==> src/fcp_pkg.sv <==
// fcp_pkg: constants and types for the flash command port controller
package fcp_pkg;

  // ----------------------------------------
  // timing
  // ----------------------------------------
  localparam int unsigned FCP_CLK_MHZ = 100;
  localparam int unsigned FCP_T_WP_NS = 50;
  localparam int unsigned FCP_T_ACC_NS = 120;
  // least times round up to whole cycles
  localparam int unsigned FCP_WP_CYC = (FCP_T_WP_NS * FCP_CLK_MHZ + 999) / 1000;
  localparam int unsigned FCP_ACC_CYC = (FCP_T_ACC_NS * FCP_CLK_MHZ + 999) / 1000;

  // ----------------------------------------
  // device command bytes
  // ----------------------------------------
  localparam logic [7:0] FCP_CMD_ARRAY = 8'hff;
  localparam logic [7:0] FCP_CMD_IDENT = 8'h90;
  localparam logic [7:0] FCP_CMD_STATUS = 8'h70;
  localparam logic [7:0] FCP_CMD_CLEAR = 8'h50;
  localparam logic [7:0] FCP_CMD_ERASE = 8'h20;
  localparam logic [7:0] FCP_CMD_CONFIRM = 8'hd0;
  localparam logic [7:0] FCP_CMD_SUSPEND = 8'hb0;
  localparam logic [7:0] FCP_CMD_PROG = 8'h40;

  // ----------------------------------------
  // device status byte
  // ----------------------------------------
  localparam int FCP_SB_READY = 7;
  localparam int FCP_SB_SUPPLY_LOW = 3;
  localparam logic [7:0] FCP_SR_USED = 8'hf8;
  localparam logic [7:0] FCP_SR_WAKE = 8'h80;
  localparam logic [7:0] FCP_POLL_DONE = 8'h80;
  localparam logic [7:0] FCP_POLL_SUSP = 8'hc0;

  // ----------------------------------------
  // controller registers (word index = haddr[4:2])
  // ----------------------------------------
  localparam logic [2:0] FCP_IDX_CTRL = 3'h0;
  localparam logic [2:0] FCP_IDX_ADDR = 3'h1;
  localparam logic [2:0] FCP_IDX_WDATA = 3'h2;
  localparam logic [2:0] FCP_IDX_RDATA = 3'h3;
  localparam logic [2:0] FCP_IDX_STAT = 3'h4;
  localparam logic [2:0] FCP_IDX_PIN = 3'h5;
  localparam int FCP_CTRL_SUSPW = 3;
  localparam int FCP_ADDR_W = 17;

  typedef enum logic [2:0] {
    FCP_OP_CMD = 3'h0,
    FCP_OP_READ = 3'h1,
    FCP_OP_ERASE = 3'h2,
    FCP_OP_PROG = 3'h3,
    FCP_OP_POLL = 3'h4
  } fcp_op_t;

  typedef enum logic [1:0] {
    FCP_MODE_ARRAY = 2'h0,
    FCP_MODE_IDENT = 2'h1,
    FCP_MODE_STATUS = 2'h2
  } fcp_mode_t;

  // gray codes along idle-setup-pulse-hold-gap
  typedef enum logic [2:0] {
    FCP_ST_IDLE = 3'b000,
    FCP_ST_SETUP = 3'b001,
    FCP_ST_PULSE = 3'b011,
    FCP_ST_HOLD = 3'b010,
    FCP_ST_GAP = 3'b110
  } fcp_state_t;

  typedef struct packed {
    logic [FCP_ADDR_W-1:0] addr;
    logic [7:0] dq_o;
    logic dq_oe;
    logic ce_n;
    logic oe_n;
    logic we_n;
    logic powerdown_reset_n;
  } fcp_pins_t;

  typedef struct packed {
    logic wr;
    logic [7:0] data;
  } fcp_cycle_t;

  typedef struct packed {
    fcp_state_t st;
    logic [7:0] cnt;
    fcp_op_t op;
    logic suspw;
    logic step;
    logic [FCP_ADDR_W-1:0] addr;
    logic [7:0] wdata;
    logic [7:0] rdata;
    logic [7:0] lstat;
    logic busy;
    logic refused;
    logic vlow;
    logic dbusy;
    fcp_mode_t mode;
    logic bus_act;
    logic bus_wr;
    logic [2:0] bus_idx;
    fcp_pins_t pins;
  } fcp_regs_t;

endpackage

==> src/fcp_host.sv <==
// fcp_host: AHB-Lite driven controller for a byte-wide flash command port
module fcp_host
  import fcp_pkg::*;
#(
  parameter int unsigned WP_CYC = FCP_WP_CYC,
  parameter int unsigned ACC_CYC = FCP_ACC_CYC
) (
  // clock and reset
  input wire logic core_clk,
  input wire logic rst_n,
  // ahb-lite slave
  input wire logic hsel,
  input wire logic [31:0] haddr,
  input wire logic [1:0] htrans,
  input wire logic hwrite,
  input wire logic [2:0] hsize,
  input wire logic [31:0] hwdata,
  input wire logic hready,
  output logic hreadyout,
  output logic [31:0] hrdata,
  output logic hresp,
  // flash pins
  output fcp_pins_t flash_o,
  input wire logic [7:0] flash_dq_i
);

  // ----------------------------------------
  // elaboration checks
  // ----------------------------------------
  // counter is 8 bits and is loaded with length plus one
  if (WP_CYC < 1 || WP_CYC > 254) begin : g_bad_wp
    $error("fcp_host: WP_CYC out of range");
  end
  if (ACC_CYC < 1 || ACC_CYC > 254) begin : g_bad_acc
    $error("fcp_host: ACC_CYC out of range");
  end
  localparam logic [7:0] WP_LOAD = 8'(WP_CYC + 1);
  localparam logic [7:0] ACC_LOAD = 8'(ACC_CYC + 1);

  // ----------------------------------------
  // helpers
  // ----------------------------------------
  // only the defined command set may go out
  function automatic logic cmd_ok(input logic [7:0] b);
    cmd_ok = (b == FCP_CMD_ARRAY) || (b == FCP_CMD_IDENT) ||
             (b == FCP_CMD_STATUS) || (b == FCP_CMD_CLEAR) ||
             (b == FCP_CMD_SUSPEND) || (b == FCP_CMD_CONFIRM);
  endfunction

  // decide whether an order may start
  function automatic logic start_ok(input logic [2:0] op, input logic [7:0] b,
                                    input logic vlow, input logic dbusy);
    case (op)
      FCP_OP_CMD: start_ok = cmd_ok(b) && !(dbusy && b == FCP_CMD_ARRAY);
      FCP_OP_READ, FCP_OP_POLL: start_ok = 1'b1;
      FCP_OP_ERASE, FCP_OP_PROG: start_ok = !vlow;
      default: start_ok = 1'b0;
    endcase
  endfunction

  // bus cycle for each step of an order
  function automatic fcp_cycle_t cycle_of(input fcp_op_t op, input logic step,
                                          input logic [7:0] wd);
    cycle_of = '{wr: 1'b1, data: wd};
    case (op)
      FCP_OP_READ: cycle_of.wr = 1'b0;
      FCP_OP_ERASE: cycle_of.data = step ? FCP_CMD_CONFIRM : FCP_CMD_ERASE;
      FCP_OP_PROG: cycle_of.data = step ? wd : FCP_CMD_PROG;
      FCP_OP_POLL: begin
        cycle_of.wr = !step;
        cycle_of.data = FCP_CMD_STATUS;
      end
      default: cycle_of.data = wd;
    endcase
  endfunction

  // ----------------------------------------
  // state
  // ----------------------------------------
  fcp_regs_t r_ff;
  fcp_regs_t nxt_r;
  fcp_cycle_t cyc;
  logic last_step;
  logic [7:0] poll_mask;
  logic [7:0] rd_byte;

  assign cyc = cycle_of(r_ff.op, r_ff.step, r_ff.wdata);
  assign last_step = (r_ff.op == FCP_OP_CMD) || (r_ff.op == FCP_OP_READ) || r_ff.step;
  assign poll_mask = r_ff.suspw ? FCP_POLL_SUSP : FCP_POLL_DONE;
  // reserved status bits are masked off
  assign rd_byte = (r_ff.mode == FCP_MODE_STATUS) ? (flash_dq_i & FCP_SR_USED) : flash_dq_i;

  // ----------------------------------------
  // next state
  // ----------------------------------------
  always_comb begin
    nxt_r = r_ff;
    // address phase capture, one word per register
    if (hready) begin
      nxt_r.bus_act = hsel && htrans[1];
      nxt_r.bus_wr = hwrite;
      nxt_r.bus_idx = haddr[4:2];
    end

    // data phase writes
    if (r_ff.bus_act && r_ff.bus_wr) begin
      case (r_ff.bus_idx)
        FCP_IDX_CTRL: begin
          if (r_ff.busy || !r_ff.pins.powerdown_reset_n ||
              !start_ok(hwdata[2:0], r_ff.wdata, r_ff.vlow, r_ff.dbusy)) begin
            nxt_r.refused = 1'b1;
          end else begin
            nxt_r.refused = 1'b0;
            nxt_r.busy = 1'b1;
            nxt_r.op = fcp_op_t'(hwdata[2:0]);
            nxt_r.suspw = hwdata[FCP_CTRL_SUSPW];
            nxt_r.step = 1'b0;
            nxt_r.st = FCP_ST_SETUP;
          end
        end
        FCP_IDX_ADDR: nxt_r.addr = hwdata[FCP_ADDR_W-1:0];
        FCP_IDX_WDATA: nxt_r.wdata = hwdata[7:0];
        FCP_IDX_PIN: begin
          // never cut a bus cycle short with power-down
          if (r_ff.busy) begin
            nxt_r.refused = 1'b1;
          end else begin
            nxt_r.pins.powerdown_reset_n = hwdata[0];
            if (!r_ff.pins.powerdown_reset_n && hwdata[0]) begin
              nxt_r.mode = FCP_MODE_ARRAY;
              nxt_r.lstat = FCP_SR_WAKE;
              nxt_r.dbusy = 1'b0;
            end
          end
        end
        default: ;
      endcase
    end

    // flash bus cycle sequencer
    case (r_ff.st)
      FCP_ST_IDLE: ;
      FCP_ST_SETUP: begin
        // address, select and data settle before the strobe
        nxt_r.pins.addr = r_ff.addr;
        nxt_r.pins.ce_n = 1'b0;
        nxt_r.pins.dq_oe = cyc.wr;
        nxt_r.pins.dq_o = cyc.data;
        nxt_r.cnt = cyc.wr ? WP_LOAD : ACC_LOAD;
        nxt_r.st = FCP_ST_PULSE;
      end
      FCP_ST_PULSE: begin
        nxt_r.cnt = r_ff.cnt - 8'h01;
        if (r_ff.cnt == 8'h01) begin
          // rising write strobe latches address and data
          nxt_r.pins.we_n = 1'b1;
          nxt_r.pins.oe_n = 1'b1;
          nxt_r.st = FCP_ST_HOLD;
          if (!cyc.wr) begin
            nxt_r.rdata = rd_byte;
            if (r_ff.mode == FCP_MODE_STATUS) begin
              nxt_r.lstat = rd_byte;
              // a low-supply abort stays flagged until cleared
              if (rd_byte[FCP_SB_SUPPLY_LOW]) begin
                nxt_r.vlow = 1'b1;
              end
              if (rd_byte[FCP_SB_READY]) begin
                nxt_r.dbusy = 1'b0;
              end
            end
          end
        end else begin
          nxt_r.pins.we_n = !cyc.wr;
          nxt_r.pins.oe_n = cyc.wr;
        end
      end
      FCP_ST_HOLD: begin
        // data held past the strobe, then select released
        nxt_r.pins.ce_n = 1'b1;
        nxt_r.pins.dq_oe = 1'b0;
        nxt_r.st = FCP_ST_GAP;
      end
      FCP_ST_GAP: begin
        if (cyc.wr) begin
          // track which read mode the device is in
          case (cyc.data)
            FCP_CMD_ARRAY: nxt_r.mode = FCP_MODE_ARRAY;
            FCP_CMD_IDENT: nxt_r.mode = FCP_MODE_IDENT;
            FCP_CMD_CLEAR: nxt_r.vlow = 1'b0;
            FCP_CMD_CONFIRM, FCP_CMD_STATUS, FCP_CMD_SUSPEND: nxt_r.mode = FCP_MODE_STATUS;
            default: ;
          endcase
          if ((r_ff.op == FCP_OP_ERASE || r_ff.op == FCP_OP_PROG) && r_ff.step) begin
            // sequencer now runs; supply is judged from here on
            nxt_r.mode = FCP_MODE_STATUS;
            nxt_r.dbusy = 1'b1;
          end
        end
        if (r_ff.op == FCP_OP_POLL && r_ff.step &&
            ((r_ff.rdata & poll_mask) != poll_mask)) begin
          // another status read; the gap refreshes the latch
          nxt_r.st = FCP_ST_SETUP;
        end else if (!last_step) begin
          nxt_r.step = 1'b1;
          nxt_r.st = FCP_ST_SETUP;
        end else begin
          nxt_r.busy = 1'b0;
          nxt_r.st = FCP_ST_IDLE;
        end
      end
      default: nxt_r.st = FCP_ST_IDLE;
    endcase
  end

  // ----------------------------------------
  // registers
  // ----------------------------------------
  always_ff @(posedge core_clk or negedge rst_n) begin
    if (!rst_n) begin
      r_ff <= '{st: FCP_ST_IDLE, op: FCP_OP_CMD, mode: FCP_MODE_ARRAY,
                lstat: FCP_SR_WAKE,
                pins: '{addr: '0, dq_o: 8'h00, dq_oe: 1'b0, ce_n: 1'b1,
                        oe_n: 1'b1, we_n: 1'b1, powerdown_reset_n: 1'b1},
                default: '0};
    end else begin
      r_ff <= nxt_r;
    end
  end

  // ----------------------------------------
  // bus answers
  // ----------------------------------------
  // zero wait states, so hreadyout never stalls
  assign hreadyout = 1'b1;
  assign hresp = 1'b0;
  assign flash_o = r_ff.pins;

  // read mux; unmapped words read zero
  always_comb begin
    hrdata = 32'h0000_0000;
    if (r_ff.bus_act && !r_ff.bus_wr) begin
      case (r_ff.bus_idx)
        FCP_IDX_CTRL: hrdata = {28'h0000000, r_ff.suspw, r_ff.op};
        FCP_IDX_ADDR: hrdata = {15'h0000, r_ff.addr};
        FCP_IDX_WDATA: hrdata = {24'h000000, r_ff.wdata};
        FCP_IDX_RDATA: hrdata = {24'h000000, r_ff.rdata};
        FCP_IDX_STAT: hrdata = {16'h0000, r_ff.lstat, 2'b00, r_ff.mode,
                                r_ff.dbusy, r_ff.vlow, r_ff.refused, r_ff.busy};
        FCP_IDX_PIN: hrdata = {31'h00000000, r_ff.pins.powerdown_reset_n};
        default: hrdata = 32'h0000_0000;
      endcase
    end
  end

endmodule

==> config.mk <==
export PLATFORM = sky130hd
export DESIGN_NAME = fcp_host
export DESIGN_NICKNAME = d
export VERILOG_FILES = /design/src/fcp_pkg.sv /design/src/fcp_host.sv
export SDC_FILE = /design/constraint.sdc
export NUM_CORES = 1
export LEC_CHECK = 0
export BUFFER_PORTS_ARGS = -buffer_cell sky130_fd_sc_hd__buf_2
export CAP_MARGIN = 40
export CORE_MARGIN = 3
export CORE_UTILIZATION = 30
export CTS_CLUSTER_DIAMETER = 120
export DETAILED_ROUTE_END_ITERATION = 8
export REMOVE_ABC_BUFFERS = 1
export SYNTH_ARGS = -nofsm -noshare
export SYNTH_HDL_FRONTEND = slang
export SYNTH_SLANG_ARGS = --single-unit
==> constraint.sdc <==
create_clock -name core_clk -period 2.03 [get_ports core_clk]
set_input_delay 0.203 -clock core_clk [delete_from_list [all_inputs] [get_ports core_clk]]
set_output_delay 0.203 -clock core_clk [all_outputs]
set_load 0.02 [all_outputs]
==> impl_metrics.ini, run 1 <==
[grt]
grt_pass1_wl_mm = 21.6
grt_pass1_vias = 4110
overflow = 0
antenna_found_initial = 0
grt_max_degree = 38
grt_usage_pct = 14.6

[floorplanning]
rows = 47
start_util_pct = 31.0
die_h_um = 137
core_area_um2 = 16700
die_area_um2 = 18900
pin_count = 146
die_w_um = 137

[clock_network]
clock_sinks = 98
path_clk_slew_ns = 0.07
cts_buffer_depth = 2
htree_levels = 3
clk-insertion-delay-late_ns = 0.35
cts_tree = built
cts_root_buffer = clkbuf_16
cts-buffers-inserted = 9

[power_and_ir_drop]
cellPowerDensity_nw_per_um2 = 1050
power.internal_uw = 4490
ir_drop_v = 0.000454
leakagePower_uw = 0.00313
power.switching_uw = 2440
p_sw_share_pct = 35.2
p_clk_share_pct = 25.7
pwr-share-comb_pct = 33.4
seqPwrFrac_pct = 40.9

[yosys]
synth_warnings = 0
ys_seq_elements = 98
seq_area_frac_synth_pct = 47.5
synth_edf_count = 0
syn_area_um2 = 5170
synth_area_leaders = dfrtp_1, mux2_2, nand2_1, buf_4, o21ai_0
synth.most_common_cell = nand2_1
yosys.area.top_type_share_pct = 45.0
syn_inst = 540
avgSynthCellArea_um2 = 9.58
yosys.area.top_type = dfrtp_1
synthDistinctLibCells = 53
async_flop_share_pct = 100
synth_common_cells = nand2_1, dfrtp_1, buf_4, mux2_2, nor2_1
yosys_most_used_dff = dfrtp_1

[finish]
final_nets = 734
drive_above_1_share_pct = 39.8
area_delta_synth_final_pct = 27.0
fillers = 1689
final_cells = 875
fin_area_um2 = 6570
antennaDiodeCount = 0

[hold_path]
whs_endpoint = r_ff[37]$_DFF_PN0_
min_path_cells = 2
hp-start = flash_dq_i[7]
hp-class = in -> reg

[flow_run]
cap_violations = 0

[setup_path]
worstReg2RegEnd = r_ff[83]$_DFFE_PN0P_
worstSetupPathType = reg -> reg
required_ns = 2.26
crit_arrival_ns = 2.27
worst_setup_path_start_kind = flip-flop
r2r_setup_slack_ns = -0.004
reg2reg_depth = 6
cp_max_fo = 5
rr_startpoint = r_ff[59]$_DFFE_PN0P_
endpoint_kind = flip-flop

[sta]
period_share_pct = 100
rsz0062_at_grt = yes
fin_crit_ns = 2.03
max_freq_ghz = 0.492
final_hold_viol_count = 0
drv_slew = 0
slew_headroom_pct = 65.9
setup_violations = 1
worst_pin_slew_ns = 0.511
setup_ws_ns = -0.00385
hold_ws_ns = 0.0752
fin_skew_ns = 0.00910

[drt]
viasPerCell = 4.81
drtPass1Iterations = 4
routedWlPerCell_um = 15.9
drtAntennaViolNets = 0
wl_mm = 13.9
vias = 4211
drt_iter0_drc = 196
drc = 0

[placed_design]
gp_congestion = 0.870
place_hpwl_mm = 10.1
place_inst = 842
io_buffers = 80
dpl_cell_area_um2 = 5940

[run_status]
violations = negative setup slack
status = complete, but fails checks
per-stage QoR:
stage | setup slack (ns) | total power (uW) | setup TNS (ns) | util [%]
after CTS | -0.00846 | 6810 | -0.00846 | 37.7
after global placement | -0.0887 | 4920 | -0.191 | 35.6
after floorplan | -0.226 | 4060 | -3.45 | -
after detailed placement | -0.128 | 4990 | -0.612 | 35.6
final | -0.00385 | 6920 | -0.00385 | 39.3
after global routing | -0.0738 | 7340 | -0.428 | 39.3
placed cells by master, fill, tap and decap left out, types with 6 or more instances in the layout:
| cell | instances |
|---|---|
| a22oi_1 | 13 |
| nand3_1 | 7 |
| a21oi_1 | 9 |
| buf_2 | 78 |
| nor2_1 | 35 |
| o21ai_0 | 30 |
| inv_1 | 7 |
| buf_4 | 71 |
| nor3_1 | 7 |
| mux2_2 | 44 |
| nand2_1 | 107 |
| dfrtp_1 | 89 |
| clkbuf_16 | 10 |
| conb_1 | 17 |
| mux2i_1 | 6 |
| nand2b_1 | 9 |
worst max path at each step:
stage / start / end / slack (ns) / depth (start not counted)
3_5_place_dp: r_ff[86]$_DFFE_PN0P_ / r_ff[36]$_DFF_PN0_ / -0.13 / 6
2_1_floorplan: r_ff[89]$_DFFE_PN0P_ / r_ff[41]$_DFF_PN0_ / -0.23 / 5
6_report: r_ff[59]$_DFFE_PN0P_ / r_ff[83]$_DFFE_PN0P_ / -0.004 / 6
5_1_grt: r_ff[59]$_DFFE_PN0P_ / r_ff[85]$_DFFE_PN0P_ / -0.07 / 6
4_1_cts: r_ff[85]$_DFFE_PN0P_ / r_ff[36]$_DFF_PN0_ / -0.008 / 8
3_3_place_gp: r_ff[86]$_DFFE_PN0P_ / r_ff[36]$_DFF_PN0_ / -0.09 / 6
registers in the layout, summed over array words and instances (netlist names):
name / flops
r_ff: 68
flash_o: 30
critical path, stage by stage, from the launching register on:
cell and delay (ns):
dfrtp_1 0.38, or4_4 0.54, o22ai_2 0.17, a21oi_2 0.09
a2111oi_4 0.19, buf_4 0.21, mux2_2 0.34
routing by layer:
layer	track usage (%)	routed length (um)
met3	3.73	673
met1	20.3	6570
met5	0	0
met4	4.16	229
met2	22.6	6460
cell type report:
class	count	area, um2	share of cell area (%)
flip-flops and latches	98	2460	37.5
well taps	220	275	4.19
clock buffers	10	239	3.64
multi-input cells	375	2420	36.8
inverters	7	26.3	0.400
repair buffers	159	1070	16.4
clock inverters	6	71.3	1.09
timing repair:
item / in CTS / in global routing
endpoints found under the setup margin: 30 / 39
pin swaps: 2 / 12
endpoints found under the hold margin: 34 / 0
buffers inserted: 3 / 11
hold buffers: 1 / 0
gates resized for setup: 7 / 40
gates cloned: 0 / 2
power by group through the flow:
stage	Sequential (uW)	Clock (uW)	Combinational, uW
5_1_grt	2900	1890	2550
3_5_place_dp	2840	0	2150
2_1_floorplan	3050	0	1010
4_1_cts	2810	1820	2170
6_report	2830	1780	2310
3_3_place_gp	2820	0	2100
logic make-up after synthesis:
kind of cell	share of synthesized area, %
adder cells (fa/ha/maj)	0.484
flip-flops	47.5
other	0.145
AO/OA/AOI/OAI	12.6
multiplexers	11.2
AND/OR/NAND/NOR	18.7
buffers and inverters	9.39
No activity file was read; power rests on OpenSTA's default activity.
==> inputs of run 2 (changes only) <==
Settings changed: SKIP_CTS_REPAIR_TIMING from default to 1.
==> run 2 against run 1 <==
The run still ends with negative setup slack left. Combinational power hardly changed. Non-clock buffer count unchanged. Fmax hardly changed. Count of clock-buffer cells in the layout stayed put. Setup slack gained 0.00070 ns. Largest cell class unchanged. Largest power group unchanged. Highest routed layer unchanged.
==> impl_metrics.ini, run 2 (synthesized netlist as in run 1, its figures left out) <==
[clock_network]
cts_tree = built
clk-insertion-delay-late_ns = 0.35
cts-buffers-inserted = 9
htree_levels = 3
cts_root_buffer = clkbuf_16
clock_sinks = 98
path_clk_slew_ns = 0.07
cts_buffer_depth = 2

[flow_run]
cap_violations = 0

[finish]
drive_above_1_share_pct = 39.8
fillers = 1671
final_cells = 875
largest_reg_flops = 68
register_area_um2 = 2460
most-common-layout-cells = nand2_1, dfrtp_1, buf_2
final_nets = 734
antennaDiodeCount = 0
multi_input_area_um2 = 2420
top_register = r_ff
final_common_cell = nand2_1
area_delta_synth_final_pct = 26.9

[run_status]
violations = negative setup slack
status = complete, but fails checks

[drt]
wl_mm = 14.0
drc = 0
vias = 4251
viasPerCell = 4.86
drtAntennaViolNets = 0
drt_iter0_drc = 255
routedWlPerCell_um = 15.9
drtPass1Iterations = 5

[hold_path]
hp-start = flash_dq_i[7]
hp-class = in -> reg
min_path_cells = 2
whs_endpoint = r_ff[37]$_DFF_PN0_

[sta]
fin_crit_ns = 2.03
setup_ws_ns = -0.00316
final_hold_viol_count = 0
period_share_pct = 100
slew_headroom_pct = 65.6
fin_skew_ns = 0.00903
worst_pin_slew_ns = 0.514
rsz0062_at_grt = yes
max_freq_ghz = 0.492
drv_slew = 0
fin_setup_tns_ns = -0.00518
hold_ws_ns = 0.0715
setup_violations = 3

[setup_path]
required_ns = 2.27
endpoint_kind = flip-flop
worstSetupPathType = reg -> reg
worstReg2RegEnd = r_ff[83]$_DFFE_PN0P_
worst_setup_path_start_kind = flip-flop
rr_startpoint = r_ff[59]$_DFFE_PN0P_
reg2reg_depth = 6
crit_arrival_ns = 2.27
r2r_setup_slack_ns = -0.003
cp_max_fo = 5

[placed_design]
place_hpwl_mm = 10.1
gp_congestion = 0.870
io_buffers = 80
dp_worst_setup_slack_ns = -0.128
place_inst = 842

[power_and_ir_drop]
ir_drop_v = 0.000453
p_clk_share_pct = 25.8
p_total_uw = 6930
leakagePower_uw = 0.00313
seqPwrFrac_pct = 40.8
pwr-share-comb_pct = 33.4
power.switching_uw = 2440
cellPowerDensity_nw_per_um2 = 1060
p_sw_share_pct = 35.3
power.internal_uw = 4490

[grt]
grt_pass1_wl_mm = 21.5
overflow = 0
grt_usage_pct = 14.6
antenna_found_initial = 0
grt_max_degree = 38
grt_pass1_vias = 4113

[floorplanning]
die_h_um = 137
rows = 47
die_area_um2 = 18900
die_w_um = 137
core_area_um2 = 16700
start_util_pct = 31.0
pin_count = 146
## run 2: critical path, stage by stage, from the launching register on
cell and delay (ns):
dfrtp_1 0.38, or4_4 0.54, o22ai_2 0.17, a21oi_2 0.09, a2111oi_4 0.19, buf_4 0.21, mux2_2 0.34
## run 2: how the worst max path moves through the flow
stage	to	slack [ns]	start	cells after the start
finish	r_ff[83]$_DFFE_PN0P_	-0.003	r_ff[59]$_DFFE_PN0P_	6
global route	r_ff[85]$_DFFE_PN0P_	-0.07	r_ff[59]$_DFFE_PN0P_	6
CTS	r_ff[36]$_DFF_PN0_	-0.15	r_ff[86]$_DFFE_PN0P_	6
detailed placement	r_ff[36]$_DFF_PN0_	-0.13	r_ff[86]$_DFFE_PN0P_	6
global placement	r_ff[36]$_DFF_PN0_	-0.09	r_ff[86]$_DFFE_PN0P_	6
floorplan	r_ff[41]$_DFF_PN0_	-0.23	r_ff[89]$_DFFE_PN0P_	5
## run 2: metal layers
| layer | global-route usage (%) | routed length (um) | share of wire, % | up-vias |
|---|---|---|---|---|
| met1 | 20.4 | 6490 | 47 | 2082 |
| met2 | 22.4 | 6410 | 46 | 128 |
| met3 | 3.73 | 794 | 5.7 | 20 |
| li1 | - | - | - | 2021 |
| met5 | 0 | 0 | 0 | - |
| met4 | 4.32 | 250 | 1.8 | 0 |
## run 2: area by class of cell
type | instances | area share [%]
clock buffers | 10 | 3.64
clock inverters | 6 | 1.09
inverters | 7 | 0.400
multi-input cells | 375 | 36.9
flip-flops and latches | 98 | 37.5
well taps | 220 | 4.19
repair buffers | 159 | 16.3
## run 2: power groups by stage
stage	Clock, uW	Sequential [uW]	Combinational, uW
2_1_floorplan	0	3050	1010
3_3_place_gp	0	2820	2100
3_5_place_dp	0	2840	2150
4_1_cts	1820	2810	2150
5_1_grt	1890	2900	2560
6_report	1790	2830	2320
## run 2: per-stage QoR
step | util [%] | cell area (um2)
after floorplan | - | 4770
after global placement | 35.6 | 5940
after detailed placement | 35.6 | 5940
after CTS | 37.4 | 6250
after global routing | 39.3 | 6570
final | 39.3 | 6570
==> inputs of run 3 (changes only) <==
Settings changed: PLACE_DENSITY from default to 0.55.
==> run 3 against run 2 <==
The flow still finishes with violations (negative setup slack). Via count is 2.9% lower. Combinational power shrank 3%. Flip-flop and latch count stayed put. Critical path type unchanged. Largest power group unchanged. Highest routed layer unchanged.
==> impl_metrics.ini, run 3 (synthesized netlist as in run 1, its figures left out) <==
[run_status]
status = complete, but fails checks
violations = negative setup slack

[drt]
drtAntennaViolNets = 0
viasPerCell = 4.77
highest_layer = met4
routedWlPerCell_um = 16.0
drc = 0
vias = 4128
drt_iter0_drc = 233
wl_mm = 13.8
wl_met3_um = 657
wl_met2_mm = 6.42
wirelength_met1_mm = 6.53
drtPass1Iterations = 4

[sta]
fin_skew_ns = 0.00956
fin_crit_ns = 2.10
final_hold_viol_count = 0
drv_slew = 0
hold_ws_ns = 0.0695
setup_ws_ns = -0.0732
worst_pin_slew_ns = 0.660
setup_violations = 4
fin_setup_tns_ns = -0.264
rsz0062_at_grt = yes
period_share_pct = 104
max_freq_ghz = 0.475
slew_headroom_pct = 56.0

[setup_path]
r2r_setup_slack_ns = -0.07
crit_slowest_cell = or4_4
critical-path-max-stage-delay_ns = 0.54
endpoint_kind = flip-flop
required_ns = 2.27
path_cells = or4_4 -> o22ai_2 -> a21oi_2 -> a2111oi_4 -> buf_4 -> mux2_2
rr_startpoint = r_ff[57]$_DFFE_PN0P_
worstSetupPathType = reg -> reg
reg2reg_depth = 6
crit_family = simple AND/OR/NAND/NOR gates
path_buf_inv = 1
worst_setup_path_start_kind = flip-flop
crit_arrival_ns = 2.34
worstReg2RegEnd = r_ff[85]$_DFFE_PN0P_
cp_max_fo = 5

[clock_network]
cts_buffer_depth = 2
clk-insertion-delay-late_ns = 0.35
clock_sinks = 98
cts_tree = built
cts-buffers-inserted = 9
htree_levels = 3
cts_root_buffer = clkbuf_16
path_clk_slew_ns = 0.08

[finish]
drive_above_1_share_pct = 39.4
antennaDiodeCount = 0
final_nets = 724
fillers = 1694
fin_util_pct = 38.6
top_register = r_ff
area_delta_synth_final_pct = 24.7
largest_reg_flops = 68
multi_input_area_um2 = 2390
most-common-layout-cells = nand2_1, dfrtp_1, buf_2
register_area_um2 = 2470
final_common_cell = nand2_1

[hold_path]
whs_endpoint = r_ff[37]$_DFF_PN0_
min_path_cells = 2
hp-class = in -> reg
hp-start = flash_dq_i[7]

[floorplanning]
core_area_um2 = 16700
pin_count = 146
die_h_um = 137
start_util_pct = 31.0
die_area_um2 = 18900
die_w_um = 137
rows = 47

[grt]
grt_pass1_vias = 4064
grt_max_degree = 50
grt_usage_pct = 14.8
overflow = 0
antenna_found_initial = 0
grt_pass1_wl_mm = 21.6

[power_and_ir_drop]
cellPowerDensity_nw_per_um2 = 1070
p_total_uw = 6930
leakagePower_uw = 0.00307
ir_drop_v = 0.000430

[placed_design]
place_hpwl_mm = 10.4
io_buffers = 80
gp_congestion = 0.880

[flow_run]
cap_violations = 0
run 3: cell count changes in the layout (fill, tap and decap cells not counted), sizes merged:
| cell | delta |
|---|---|
| clkinv | +1 |
| clkbuf | -2 |
| inv | +2 |
| buf | -9 |
| clkinvlp | -2 |
run 3: worst max path at each step:
stage	from	end	slack, ns	cells past startpoint
2_1_floorplan	r_ff[89]$_DFFE_PN0P_	r_ff[41]$_DFF_PN0_	-0.23	5
3_3_place_gp	r_ff[57]$_DFFE_PN0P_	r_ff[86]$_DFFE_PN0P_	-0.04	5
3_5_place_dp	r_ff[86]$_DFFE_PN0P_	r_ff[36]$_DFF_PN0_	-0.15	6
4_1_cts	r_ff[86]$_DFFE_PN0P_	r_ff[36]$_DFF_PN0_	-0.19	6
5_1_grt	r_ff[57]$_DFFE_PN0P_	r_ff[85]$_DFFE_PN0P_	-0.12	6
6_report	r_ff[57]$_DFFE_PN0P_	r_ff[85]$_DFFE_PN0P_	-0.07	6
run 3: layout make-up:
type                    count  area share [%]
clock buffers               9            3.49
inverters                   7           0.407
clock inverters             7            1.47
multi-input cells         375            37.1
repair buffers            149            15.0
well taps                 220            4.27
flip-flops and latches     98            38.2
run 3: stage by stage:
stage,std cells,instance area [um2],setup slack [ns]
finish,865,6450,-0.0732
global route,865,6450,-0.120
CTS,855,6230,-0.189
detailed placement,839,5910,-0.155
global placement,839,5910,-0.0409
floorplan,480,4770,-0.226
run 3: metal layers:
metal  GRT usage [%]  vias to the layer above
li1                -                     2000
met1            20.5                     2015
met2            22.8                       99
met3            3.43                       14
met4            4.82                        0
met5               0                        -
run 3: where the power goes:
| group | switching [uW] | internal (uW) | total, uW | leakage [uW] |
|---|---|---|---|---|
| combinational | 1220 | 1030 | 2250 | 0.00169 |
| sequential | 406 | 2430 | 2840 | 0.00123 |
| clock | 850 | 996 | 1850 | 0.000157 |
| total | 2470 | 4460 | 6930 | 0.00307 |
